`config.mk`:
```
export PLATFORM = sky130hd
export DESIGN_NAME = dbw_alarm
export DESIGN_NICKNAME = d
export VERILOG_FILES = /design/src/hdl/dbw_pkg.sv /design/src/hdl/dbw_alarm.sv /design/src/hdl/dbw_cadence.sv
export SDC_FILE = /design/constraint.sdc
export NUM_CORES = 1
export LEC_CHECK = 0
export BUFFER_PORTS_ARGS = -buffer_cell sky130_fd_sc_hd__buf_2
export CAP_MARGIN = 20
export CORE_ASPECT_RATIO = 1.75
export CORE_MARGIN = 1.5
export CORE_UTILIZATION = 27
export CTS_CLUSTER_DIAMETER = 200
export DETAILED_ROUTE_END_ITERATION = 10
export GPL_ROUTABILITY_DRIVEN = 0
export GPL_TIMING_DRIVEN = 0
export PLACE_DENSITY = 0.47
export SLEW_MARGIN = 0
export SYNTH_ARGS = -nofsm -noshare
export SYNTH_HDL_FRONTEND = slang
export SYNTH_SLANG_ARGS = --single-unit
export TNS_END_PERCENT = 1
```
`constraint.sdc`:
```
create_clock -name clk_sys_i -period 7.6 [get_ports clk_sys_i]
set_input_delay 0.76 -clock clk_sys_i [delete_from_list [all_inputs] [get_ports clk_sys_i]]
set_output_delay 0.76 -clock clk_sys_i [all_outputs]
set_load 0.1 [all_outputs]
```
`src/hdl/dbw_pkg.sv`:
```
// Shared constants, types and register layout of the dump body warning block.
package dbw_pkg;

  // Clock and time base.
  localparam int CLK_PERIOD_NS = 5;
  localparam int TICK_MS = 10;
  localparam int TICK_CYCLES_DFLT = TICK_MS * 1000000 / CLK_PERIOD_NS;
  localparam int TICK_CNT_W = 32;

  // Lamp flash and beep timing, in milliseconds and in ticks.
  localparam int FLASH_MS = 600;
  localparam int FLASH_TICKS = FLASH_MS / TICK_MS;
  localparam int FAST_BEEP_MS = 100;
  localparam int FAST_TICKS = FAST_BEEP_MS / TICK_MS;
  localparam int SLOW_BEEP_MS = 300;
  localparam int SLOW_TICKS = SLOW_BEEP_MS / TICK_MS;
  localparam int FAST_BEEPS = 5;
  localparam int SLOW_BEEPS = 3;
  localparam int PH_CNT_W = 7;

  // Register map, byte addresses.
  localparam logic [3:0] CFG_OFFSET = 4'h0;
  localparam logic [3:0] STATUS_OFFSET = 4'h4;

  // Active level codes of a switch input.
  localparam logic [1:0] LVL_OPEN = 2'h0;
  localparam logic [1:0] LVL_GND = 2'h1;
  localparam logic [1:0] LVL_NONE = 2'h2;
  localparam logic [1:0] LVL_HIGH = 2'h3;

  typedef enum logic [1:0] {
    CAD_OFF = 2'h0,
    CAD_FAST = 2'h1,
    CAD_SLOW = 2'h2,
    CAD_CONT = 2'h3
  } dbw_cad_t;

  typedef enum logic [2:0] {
    BP_IDLE = 3'h1,
    BP_ON = 3'h2,
    BP_GAP = 3'h4
  } dbw_beep_st_t;

  // Configuration register, high bit first: body level at [1:0].
  typedef struct packed {
    logic [1:0] gate_stationary_cadence;
    logic [1:0] gate_moving_cadence;
    logic [1:0] body_stationary_cadence;
    logic [1:0] body_moving_cadence;
    logic [1:0] gate_active_level;
    logic [1:0] body_active_level;
  } dbw_cfg_t;

  localparam int CFG_W = 12;
  localparam logic [11:0] CFG_RESET = 12'h11F;

  // Status register bit positions.
  localparam int ST_BODY_ACT = 0;
  localparam int ST_GATE_ACT = 1;
  localparam int ST_BRAKE = 2;
  localparam int ST_SPEED = 3;
  localparam int ST_BODY_LAMP = 4;
  localparam int ST_GATE_LAMP = 5;
  localparam int ST_BODY_BEEP = 6;
  localparam int ST_GATE_BEEP = 7;
  localparam int ST_FLASH = 8;

  typedef struct packed {
    logic speed_over;
    logic brake_set;
    logic gate_gnd;
    logic gate_high;
    logic body_gnd;
    logic body_high;
  } dbw_pins_t;

  typedef struct packed {
    logic read;
    logic write;
    logic [3:0] address;
    logic [3:0] byteenable;
    logic [31:0] writedata;
  } dbw_av_req_t;

  typedef struct packed {
    logic [31:0] readdata;
    logic waitrequest;
  } dbw_av_rsp_t;

  typedef struct packed {
    dbw_beep_st_t st;
    logic [PH_CNT_W-1:0] cnt;
    logic [2:0] left;
    logic beep;
  } dbw_cad_state_t;

  typedef struct packed {
    dbw_pins_t sync1;
    dbw_pins_t sync2;
    dbw_pins_t sync3;
    dbw_pins_t stable;
    dbw_cfg_t cfg;
    logic [TICK_CNT_W-1:0] tick_cnt;
    logic tick;
    logic [PH_CNT_W-1:0] flash_cnt;
    logic flash_ph;
    logic body_lamp;
    logic gate_lamp;
    logic [3:0] prev;
    logic waitreq;
    logic [31:0] rdata;
  } dbw_state_t;

endpackage : dbw_pkg

```
`src/hdl/dbw_alarm.sv`:
```
// Dump body and gate warning lamps and beepers with an Avalon-MM port.
//
// Function
// - Active input, brake set, slow: steady lamp.
// - Active input, moving: flash 0.6 s, moving beeper.
// - Inactive input keeps its lamp dark.
// - Body level: 0 open, 1 ground, 3 high.
// - Gate level code uses the same encoding.
// - Cadence codes: off, five fast, three slow, continuous.
// - Separate moving cadences per input, default one.
// - Separate stationary cadences per input, default silent.
module dbw_alarm #(
  parameter int unsigned TICK_CYCLES = dbw_pkg::TICK_CYCLES_DFLT
) (
  input wire logic clk_sys_i,
  input wire logic resetn_i,
  input wire dbw_pkg::dbw_pins_t pins_i,
  input wire dbw_pkg::dbw_av_req_t av_i,
  output dbw_pkg::dbw_av_rsp_t av_o,
  output logic body_lamp_o,
  output logic gate_lamp_o,
  output logic body_beep_o,
  output logic gate_beep_o
);
  import dbw_pkg::*;

  if (TICK_CYCLES < 2) begin : g_bad_tick
    $error("TICK_CYCLES must be at least 2");
  end

  dbw_state_t s_reg;
  dbw_state_t s_next;
  logic b_act;
  logic g_act;
  logic moving;
  logic b_stat;
  logic b_mov;
  logic g_stat;
  logic g_mov;
  logic b_start;
  logic g_start;
  dbw_cad_t b_cad;
  dbw_cad_t g_cad;
  logic [31:0] status;

  // Level code 2 falls through to no match.
  function automatic logic lvl_match(input logic [1:0] lvl,
                                     input logic high,
                                     input logic gnd);
    logic m;
    m = 1'b0;
    case (lvl)
      LVL_OPEN: m = !high && !gnd;
      LVL_GND: m = gnd;
      LVL_HIGH: m = high;
      default: m = 1'b0;
    endcase
    return m;
  endfunction

  always_comb begin
    b_act = lvl_match(s_reg.cfg.body_active_level, s_reg.stable.body_high,
                      s_reg.stable.body_gnd);
    g_act = lvl_match(s_reg.cfg.gate_active_level, s_reg.stable.gate_high,
                      s_reg.stable.gate_gnd);
    moving = !s_reg.stable.brake_set || s_reg.stable.speed_over;
    b_stat = b_act && !moving;
    b_mov = b_act && moving;
    g_stat = g_act && !moving;
    g_mov = g_act && moving;
    b_start = (b_stat && !s_reg.prev[0]) || (b_mov && !s_reg.prev[1]);
    g_start = (g_stat && !s_reg.prev[2]) || (g_mov && !s_reg.prev[3]);
    b_cad = dbw_cad_t'(b_mov ? s_reg.cfg.body_moving_cadence :
                               s_reg.cfg.body_stationary_cadence);
    g_cad = dbw_cad_t'(g_mov ? s_reg.cfg.gate_moving_cadence :
                               s_reg.cfg.gate_stationary_cadence);
    status = '0;
    status[ST_BODY_ACT] = b_act;
    status[ST_GATE_ACT] = g_act;
    status[ST_BRAKE] = s_reg.stable.brake_set;
    status[ST_SPEED] = s_reg.stable.speed_over;
    status[ST_BODY_LAMP] = s_reg.body_lamp;
    status[ST_GATE_LAMP] = s_reg.gate_lamp;
    status[ST_BODY_BEEP] = body_beep_o;
    status[ST_GATE_BEEP] = gate_beep_o;
    status[ST_FLASH] = s_reg.flash_ph;
  end

  always_comb begin
    s_next = s_reg;
    // Only the second and third stages are compared, so a bit that changes
    // while being sampled is accepted one clock later rather than glitching.
    s_next.sync1 = pins_i;
    s_next.sync2 = s_reg.sync1;
    s_next.sync3 = s_reg.sync2;
    s_next.stable = (s_reg.sync2 & ~(s_reg.sync2 ^ s_reg.sync3)) |
                    (s_reg.stable & (s_reg.sync2 ^ s_reg.sync3));

    s_next.tick = 1'b0;
    if (s_reg.tick_cnt >= TICK_CNT_W'(TICK_CYCLES - 1)) begin
      s_next.tick_cnt = '0;
      s_next.tick = 1'b1;
    end else begin
      s_next.tick_cnt = s_reg.tick_cnt + TICK_CNT_W'(1);
    end

    if (s_reg.tick) begin
      if (s_reg.flash_cnt >= PH_CNT_W'(FLASH_TICKS - 1)) begin
        s_next.flash_cnt = '0;
        s_next.flash_ph = !s_reg.flash_ph;
      end else begin
        s_next.flash_cnt = s_reg.flash_cnt + PH_CNT_W'(1);
      end
    end

    s_next.body_lamp = b_stat || (b_mov && s_reg.flash_ph);
    s_next.gate_lamp = g_stat || (g_mov && s_reg.flash_ph);
    s_next.prev = {g_mov, g_stat, b_mov, b_stat};

    // One wait cycle per access: read data is loaded on the first edge, write data on the
    // completing edge, and waitrequest drops for exactly the completing cycle.
    if (!s_reg.waitreq) begin
      s_next.waitreq = 1'b1;
      if (av_i.write && av_i.address[3:2] == CFG_OFFSET[3:2]) begin
        if (av_i.byteenable[0]) begin
          s_next.cfg[7:0] = av_i.writedata[7:0];
        end
        if (av_i.byteenable[1]) begin
          s_next.cfg[11:8] = av_i.writedata[11:8];
        end
      end
    end else if (av_i.read || av_i.write) begin
      s_next.waitreq = 1'b0;
      s_next.rdata = '0;
      if (av_i.read) begin
        case (av_i.address[3:2])
          CFG_OFFSET[3:2]: s_next.rdata = {20'h00000, s_reg.cfg};
          STATUS_OFFSET[3:2]: s_next.rdata = status;
          default: s_next.rdata = '0;
        endcase
      end
    end
  end

  always_ff @(posedge clk_sys_i or negedge resetn_i) begin
    if (!resetn_i) begin
      s_reg <= '0;
      s_reg.cfg <= CFG_RESET;
      s_reg.waitreq <= 1'b1;
    end else begin
      s_reg <= s_next;
    end
  end

  dbw_cadence u_body_cad (
    .clk_sys_i(clk_sys_i),
    .resetn_i(resetn_i),
    .tick_i(s_reg.tick),
    .enable_i(b_stat || b_mov),
    .start_i(b_start),
    .cadence_i(b_cad),
    .beep_o(body_beep_o)
  );

  dbw_cadence u_gate_cad (
    .clk_sys_i(clk_sys_i),
    .resetn_i(resetn_i),
    .tick_i(s_reg.tick),
    .enable_i(g_stat || g_mov),
    .start_i(g_start),
    .cadence_i(g_cad),
    .beep_o(gate_beep_o)
  );

  assign av_o.readdata = s_reg.rdata;
  assign av_o.waitrequest = s_reg.waitreq;
  assign body_lamp_o = s_reg.body_lamp;
  assign gate_lamp_o = s_reg.gate_lamp;
endmodule // dbw_alarm

```
`src/hdl/dbw_cadence.sv`:
```
// Beeper cadence generator for one warning channel.
module dbw_cadence (
  input wire logic clk_sys_i,
  input wire logic resetn_i,
  input wire logic tick_i,
  input wire logic enable_i,
  input wire logic start_i,
  input wire dbw_pkg::dbw_cad_t cadence_i,
  output logic beep_o
);
  import dbw_pkg::*;

  dbw_cad_state_t s_reg;
  dbw_cad_state_t s_next;
  logic [PH_CNT_W-1:0] len;

  assign beep_o = s_reg.beep;

  always_comb begin
    s_next = s_reg;
    len = (cadence_i == CAD_SLOW) ? PH_CNT_W'(SLOW_TICKS - 1) :
                                    PH_CNT_W'(FAST_TICKS - 1);
    if (!enable_i || cadence_i == CAD_OFF) begin
      s_next.st = BP_IDLE;
      s_next.cnt = '0;
      s_next.left = '0;
    end else if (start_i) begin
      s_next.st = BP_ON;
      s_next.cnt = '0;
      s_next.left = (cadence_i == CAD_SLOW) ? 3'(SLOW_BEEPS) : 3'(FAST_BEEPS);
    end else if (cadence_i == CAD_CONT) begin
      if (s_reg.st != BP_IDLE) begin
        s_next.st = BP_ON;
      end
    end else if (tick_i) begin
      case (s_reg.st)
        BP_ON: begin
          if (s_reg.cnt >= len) begin
            s_next.cnt = '0;
            s_next.st = BP_GAP;
            s_next.left = s_reg.left - 3'h1;
          end else begin
            s_next.cnt = s_reg.cnt + PH_CNT_W'(1);
          end
        end
        BP_GAP: begin
          if (s_reg.cnt >= len) begin
            s_next.cnt = '0;
            s_next.st = (s_reg.left == 3'h0) ? BP_IDLE : BP_ON;
          end else begin
            s_next.cnt = s_reg.cnt + PH_CNT_W'(1);
          end
        end
        BP_IDLE: begin
          s_next.cnt = '0;
        end
        default: begin
          s_next.st = BP_IDLE;
        end
      endcase
    end
    s_next.beep = (s_next.st == BP_ON);
  end

  always_ff @(posedge clk_sys_i or negedge resetn_i) begin
    if (!resetn_i) begin
      s_reg.st <= BP_IDLE;
      s_reg.cnt <= '0;
      s_reg.left <= '0;
      s_reg.beep <= 1'b0;
    end else begin
      s_reg <= s_next;
    end
  end
endmodule // dbw_cadence

```
Yosys cells after proc, flatten, opt, wreduce, memory -nomap -nowiden
Index checks and enable logic that the tools add are counted.
{"block": "word_totals", "regBits": 144, "latch_bits": 0, "ramBits": 0, "rom_bits": 0, "out_inout_bits": 37, "n_memories": 0}
{"block": "classes", "n_addsub": 6, "multipliers": 0, "div": 0, "magnitude_cmp": 4, "n_eq_ne": 21, "n_shift": 0, "n_mux": 43, "n_bitwise": 6, "reduce_logical": 61}
{"operator": "$mux W13", "n": 6}
{"operator": "$mux W32", "n": 2}
{"operator": "$mux W3", "n": 14}
{"operator": "$mux W33", "n": 1}
{"operator": "$add A32 B1 Y32 const B", "n": 1}
{"operator": "$ge A32 B21 Y1 const B", "n": 1}
{"operator": "$pmux W7 S2", "n": 2}
{"operator": "$pmux W12 S2", "n": 1}
{"operator": "$add A7 B1 Y7 const B", "n": 3}
{"operator": "$mux W7", "n": 3}
{"operator": "$mux W10", "n": 2}
{"operator": "$pmux W3 S3", "n": 2}
{"operator": "$reduce_bool A3 Y1", "n": 6}
{"operator": "$ge A7 B7 Y1", "n": 2}
{"operator": "$logic_and A1 B1 Y1", "n": 13}
{"operator": "$logic_not A1 Y1", "n": 13}
{"operator": "$and A6 B6 Y6", "n": 2}
{"operator": "$eq A2 B2 Y1 const B", "n": 6}
{"operator": "$eq A3 B2 Y1 const B", "n": 4}
{"operator": "$reduce_and A3 Y1", "n": 4}
{"operator": "$logic_not A2 Y1", "n": 5}
{"operator": "$logic_or A1 B1 Y1", "n": 10}
{"operator": "$mux W5", "n": 2}
{"operator": "$mux W2", "n": 4}
{"operator": "18 further kinds", "n": 32}

Logic depth before layout (Yosys ltp)
{"block": "depth", "depth_word": 15, "depth_mapped": 13, "ltp_nobuf": 12}

Cells and area by module
Synthesis repeated with hierarchy kept, for this count alone.
{"block": "unflattened", "cells_unflattened": 532, "hier_area_um2": 5838.1}
{"mod": "dbw_alarm", "n_inst": 1, "cells_per_inst": 338, "area_each_um2": 4008.8}
{"mod": "dbw_cadence", "n_inst": 2, "cells_per_inst": 97, "area_each_um2": 914.6}

Worst setup path after synthesis
No wires, ideal clock.
{"block": "synth_path", "path_type": "flip-flop to flip-flop", "from": "register s_reg[83] in the netlist's numbering", "to": "register u_gate_cad.s_reg[8] in the netlist's numbering", "arrival_ps": 3110, "required_ps": 7510, "slack_ps": 4400, "stages_incl_launch_ff": 13, "path_buffers": 0, "synth_period_minus_slack_ps": 3200, "cell_sequence": "dfstp_2 mux2_2 a22oi_2 nor2_1 o21ai_0 inv_1 ha_1 nor4_1 o21ai_1 or3b_2 nor2_1 nand2_1 o221ai_1"}
{"block": "synth_via", "elab_chain_cells": 13}
{"item": "start, declared", "line_no": "dbw_alarm.sv:31", "source": "dbw_state_t s_reg;"}
{"item": "start signal, assigned", "line_no": "dbw_alarm.sv:151", "source": "s_reg <= s_next;"}
{"item": "$eq A2 B2 Y1 (tied with other cells)", "line_no": "dbw_alarm.sv:52", "source": "case (lvl)"}
{"item": "$pmux W1 S3 (*)", "line_no": "dbw_alarm.sv:52"}
{"item": "$logic_and A1 B1 Y1 (*)", "line_no": "dbw_alarm.sv:70", "source": "g_mov = g_act && moving;"}
{"item": "named net g_mov", "line_no": "dbw_alarm.sv:39", "source": "logic g_mov;"}
{"item": "$mux W2", "line_no": "dbw_alarm.sv:75", "source": "g_cad = dbw_cad_t'(g_mov ? s_reg.cfg.gate_moving_cadence :"}
{"item": "$eq A2 B2 Y1", "line_no": "dbw_cadence.sv:21", "source": "len = (cadence_i == CAD_SLOW) ? PH_CNT_W'(SLOW_TICKS - 1) :"}
{"item": "$mux W5", "line_no": "dbw_cadence.sv:21"}
{"item": "$ge A7 B7 Y1", "line_no": "dbw_cadence.sv:38, dbw_cadence.sv:47"}
{"item": "$mux W7", "line_no": "dbw_cadence.sv:38, dbw_cadence.sv:47"}
{"item": "$pmux W7 S2", "line_no": "dbw_cadence.sv:36", "source": "case (s_reg.st)"}
{"item": "$mux W13", "line_no": "dbw_cadence.sv:35", "source": "end else if (tick_i) begin"}
{"item": "$mux W10", "line_no": "dbw_cadence.sv:31", "source": "end else if (cadence_i == CAD_CONT) begin"}
{"item": "$mux W13", "line_no": "dbw_cadence.sv:27", "source": "end else if (start_i) begin"}
{"item": "$mux W13", "line_no": "dbw_cadence.sv:23", "source": "if (!enable_i || cadence_i == CAD_OFF) begin"}
{"item": "end signal, assigned", "line_no": "dbw_cadence.sv:72", "source": "s_reg <= s_next;"}
{"item": "end, declared", "line_no": "dbw_cadence.sv:13", "source": "dbw_cad_state_t s_reg;"}
The timed path passes the listed nets; every way through them passes the cells marked *. The select of a mux whose other input is x is not followed.
A chain may end at the register's enable or synchronous reset.

Worst setup path after layout
Ends and elaborated chain as after synthesis.

==> impl_metrics.env <==
export IMPL_cp_required_ns=7.92
export IMPL_worstSkewPairLatency_ns=0.41
export IMPL_initial_core_util=0.274
export IMPL_drv_cap=0
export IMPL_reg2reg_depth=12
export IMPL_num_antenna_cells=0
export IMPL_grt_pass1_vias=4415
export IMPL_cts_tree="yes"
export IMPL_numCtsBuffers=17
export IMPL_final_max_slew_viol_count=0
export IMPL_worst_pin_slew_ns=0.955
export IMPL_grt_usage=0.122
export IMPL_synth_largest_area_cell="dfrtp_1"
export IMPL_cts_resized=0
export IMPL_area_delta_synth_final_pct=23.1
export IMPL_pin_count=87
export IMPL_core_area_um2=21400
export IMPL_synth_distinct_cells=69
export IMPL_synth_seq_cells=124
export IMPL_fmax_mhz=250
export IMPL_relSlewSlack=0.355
export IMPL_startpoint_type="flip-flop"
export IMPL_vias=4185
export IMPL_dr_pass1_iters=6
export IMPL_drtIter0Drc=161
export IMPL_die_area_um2=22600
export IMPL_fin_skew_ns=0.00954
export IMPL_power_leakage_nw=3.22
export IMPL_synth_cells=533
export IMPL_largest_reg_flops=63
export IMPL_status="finished, final reports clean"
export IMPL_grt_pass1_wl_mm=21.5
export IMPL_endpoint_kind="flip-flop"
export IMPL_synth_async_sr_flop_share=1.00
export IMPL_synth_edff_count=0
export IMPL_fin_crit_sh=0.527
export IMPL_fp_row_count=71
export IMPL_clkTransAtPathRegs_ns=0.05
export IMPL_hpwlAfterDp_mm=8.98
export IMPL_worstHoldPathType="input port to async pin"
export IMPL_ctsHoldBuffers=0
export IMPL_postCtsSetupRepairBufs=0
export IMPL_fin_tns_setup_ns=0
export IMPL_power_density_nw_per_um2=291
export IMPL_ant_nets=0
export IMPL_drive_above_1_share=0.236
export IMPL_final_setup_viol_count=0
export IMPL_yosysSeqAreaShare=0.531
export IMPL_r2r_end="u_gate_cad.s_reg[8]"
export IMPL_wl_mm=12.5
export IMPL_hold_slack_ns=0.285
export IMPL_htreeDepth=4
export IMPL_vdd_drop_max_v=0.000222
export IMPL_r2r_start="s_reg[83]"
export IMPL_layout_common_cells="dfrtp_1, buf_2, nor2_1, buf_4, nor3_1"
export IMPL_die_x_um=114
export IMPL_synth_area_leaders="dfrtp_1, buf_4, dfstp_2"
export IMPL_crit_arrival_ns=4.32
export IMPL_grt_max_degree=76
export IMPL_final_common_cell="dfrtp_1"
export IMPL_synthFlopType="dfrtp_1"
export IMPL_path_class="flip-flop to flip-flop"
export IMPL_fillerInstances=2183
export IMPL_cp_max_fo=5
export IMPL_synth_top_area_frac=0.491
export IMPL_rsz0062_at_grt="no"
export IMPL_antenna_found_initial=0
export IMPL_drc=0
export IMPL_hold_violations=0
export IMPL_min_period_ns=4.00
export IMPL_cts_sinks=124
export IMPL_fin_util=0.337
export IMPL_via_per_inst=4.50
export IMPL_yosysWarnings=0
export IMPL_cts_root_buf="clkbuf_16"
export IMPL_gr_total_overflow=0
export IMPL_rrSetupSlack_ns=3.60
export IMPL_die_y_um=198
export IMPL_syn_mean_instance_area_um2=11.0
export IMPL_synth_area_um2=5860
export IMPL_nets=690
export IMPL_post_drt_wl_per_cell_um=13.4
export IMPL_cts_max_path_buffers=2
export IMPL_port_buffers=42
==> layout make-up <==
| cell class | count | area (um2) | share of cell area |
|---|---|---|---|
| Timing Repair Buffer | 44 | 249 | 0.0345 |
| Inverter | 29 | 109 | 0.0151 |
| Tap cell | 292 | 365 | 0.0507 |
| Sequential cell | 124 | 3110 | 0.432 |
| Clock inverter | 5 | 104 | 0.0144 |
| Clock buffer | 27 | 523 | 0.0725 |
| Multi-Input combinational cell | 363 | 2440 | 0.338 |
| Buffer | 47 | 313 | 0.0434 |
==> power by group <==
group	internal, W	total (W)	switching [W]
registers	0.000740	0.000807	0.0000675
logic	0.000146	0.000442	0.000297
clock network	0.000569	0.000848	0.000280
total	0.00145	0.00210	0.000644
==> per-layer routing <==
layer / vias to the layer above / global-route usage / part of all wire
met5: - / 0 / 0
met4: 0 / 0.0588 / 0.017
met3: 11 / 0.0300 / 0.028
met2: 85 / 0.225 / 0.56
met1: 2064 / 0.128 / 0.40
li1: 2025 / - / -
==> metrics by stage <==
stage	power [W]	std cells	instance area, um2	setup WS (ns)
after global placement	0.00125	897	6550	3.61
final	0.00210	931	7210	3.60
after global routing	0.00221	931	7210	3.34
after floorplan	0.00116	563	5970	4.40
after detailed placement	0.00126	899	6590	3.53
after CTS	0.00213	931	7210	3.52
==> worst max-delay path, cell delays in order (launching register included) <==
cell and delay, ns:
dfstp_2 0.57, mux2_2 0.36, a22oi_2 0.32, nor2_1 0.10
o21ai_0 0.50, inv_1 0.15, ha_1 0.23, nor4_1 0.28
o21ai_1 0.21, or3b_2 0.54, nor2_1 0.27, nand2_1 0.17
o221ai_1 0.21
==> Yosys cell counts, types with 7 or more instances <==
master      n
o21ai_0    12
xor2_1     15
nand2_1    26
mux2i_1    11
a222oi_1    8
buf_4      33
nor2b_1     7
mux2_2     13
dfstp_2     9
nand2b_1    7
clkbuf_1    8
ha_1       14
nor2_1     40
and3_1      8
dfrtp_1   115
inv_1      29
nand3_1    16
xnor2_1    11
a21oi_1     9
nor3b_1     8
nor3_1     32
nor4_1     10
==> kinds of logic (layout without fill, tap and decap cells) <==
logic type | after synthesis | count (layout) | share of synthesized area
simple gates | 186 | 186 | 0.171
flops | 124 | 124 | 0.531
buf+inv | 76 | 152 | 0.0720
compound gates | 75 | 75 | 0.0993
xor+xnor | 26 | 26 | 0.0389
mux | 25 | 25 | 0.0463
fa+ha+maj | 20 | 20 | 0.0401
other cells | 1 | 31 | 0.000640
==> how the worst max path moves through the flow <==
stage	startpoint	end	slack (ns)
finish	s_reg[83]	u_gate_cad.s_reg[8]	3.60
detailed placement	s_reg[83]	u_gate_cad.s_reg[8]	3.53
global route	s_reg[83]	u_gate_cad.s_reg[8]	3.34
global placement	s_reg[83]	u_gate_cad.s_reg[8]	3.61
CTS	s_reg[83]	u_gate_cad.s_reg[8]	3.52
floorplan	s_reg[83]	u_gate_cad.s_reg[8]	4.40
Note: power is estimated with default switching activity, not from simulation.
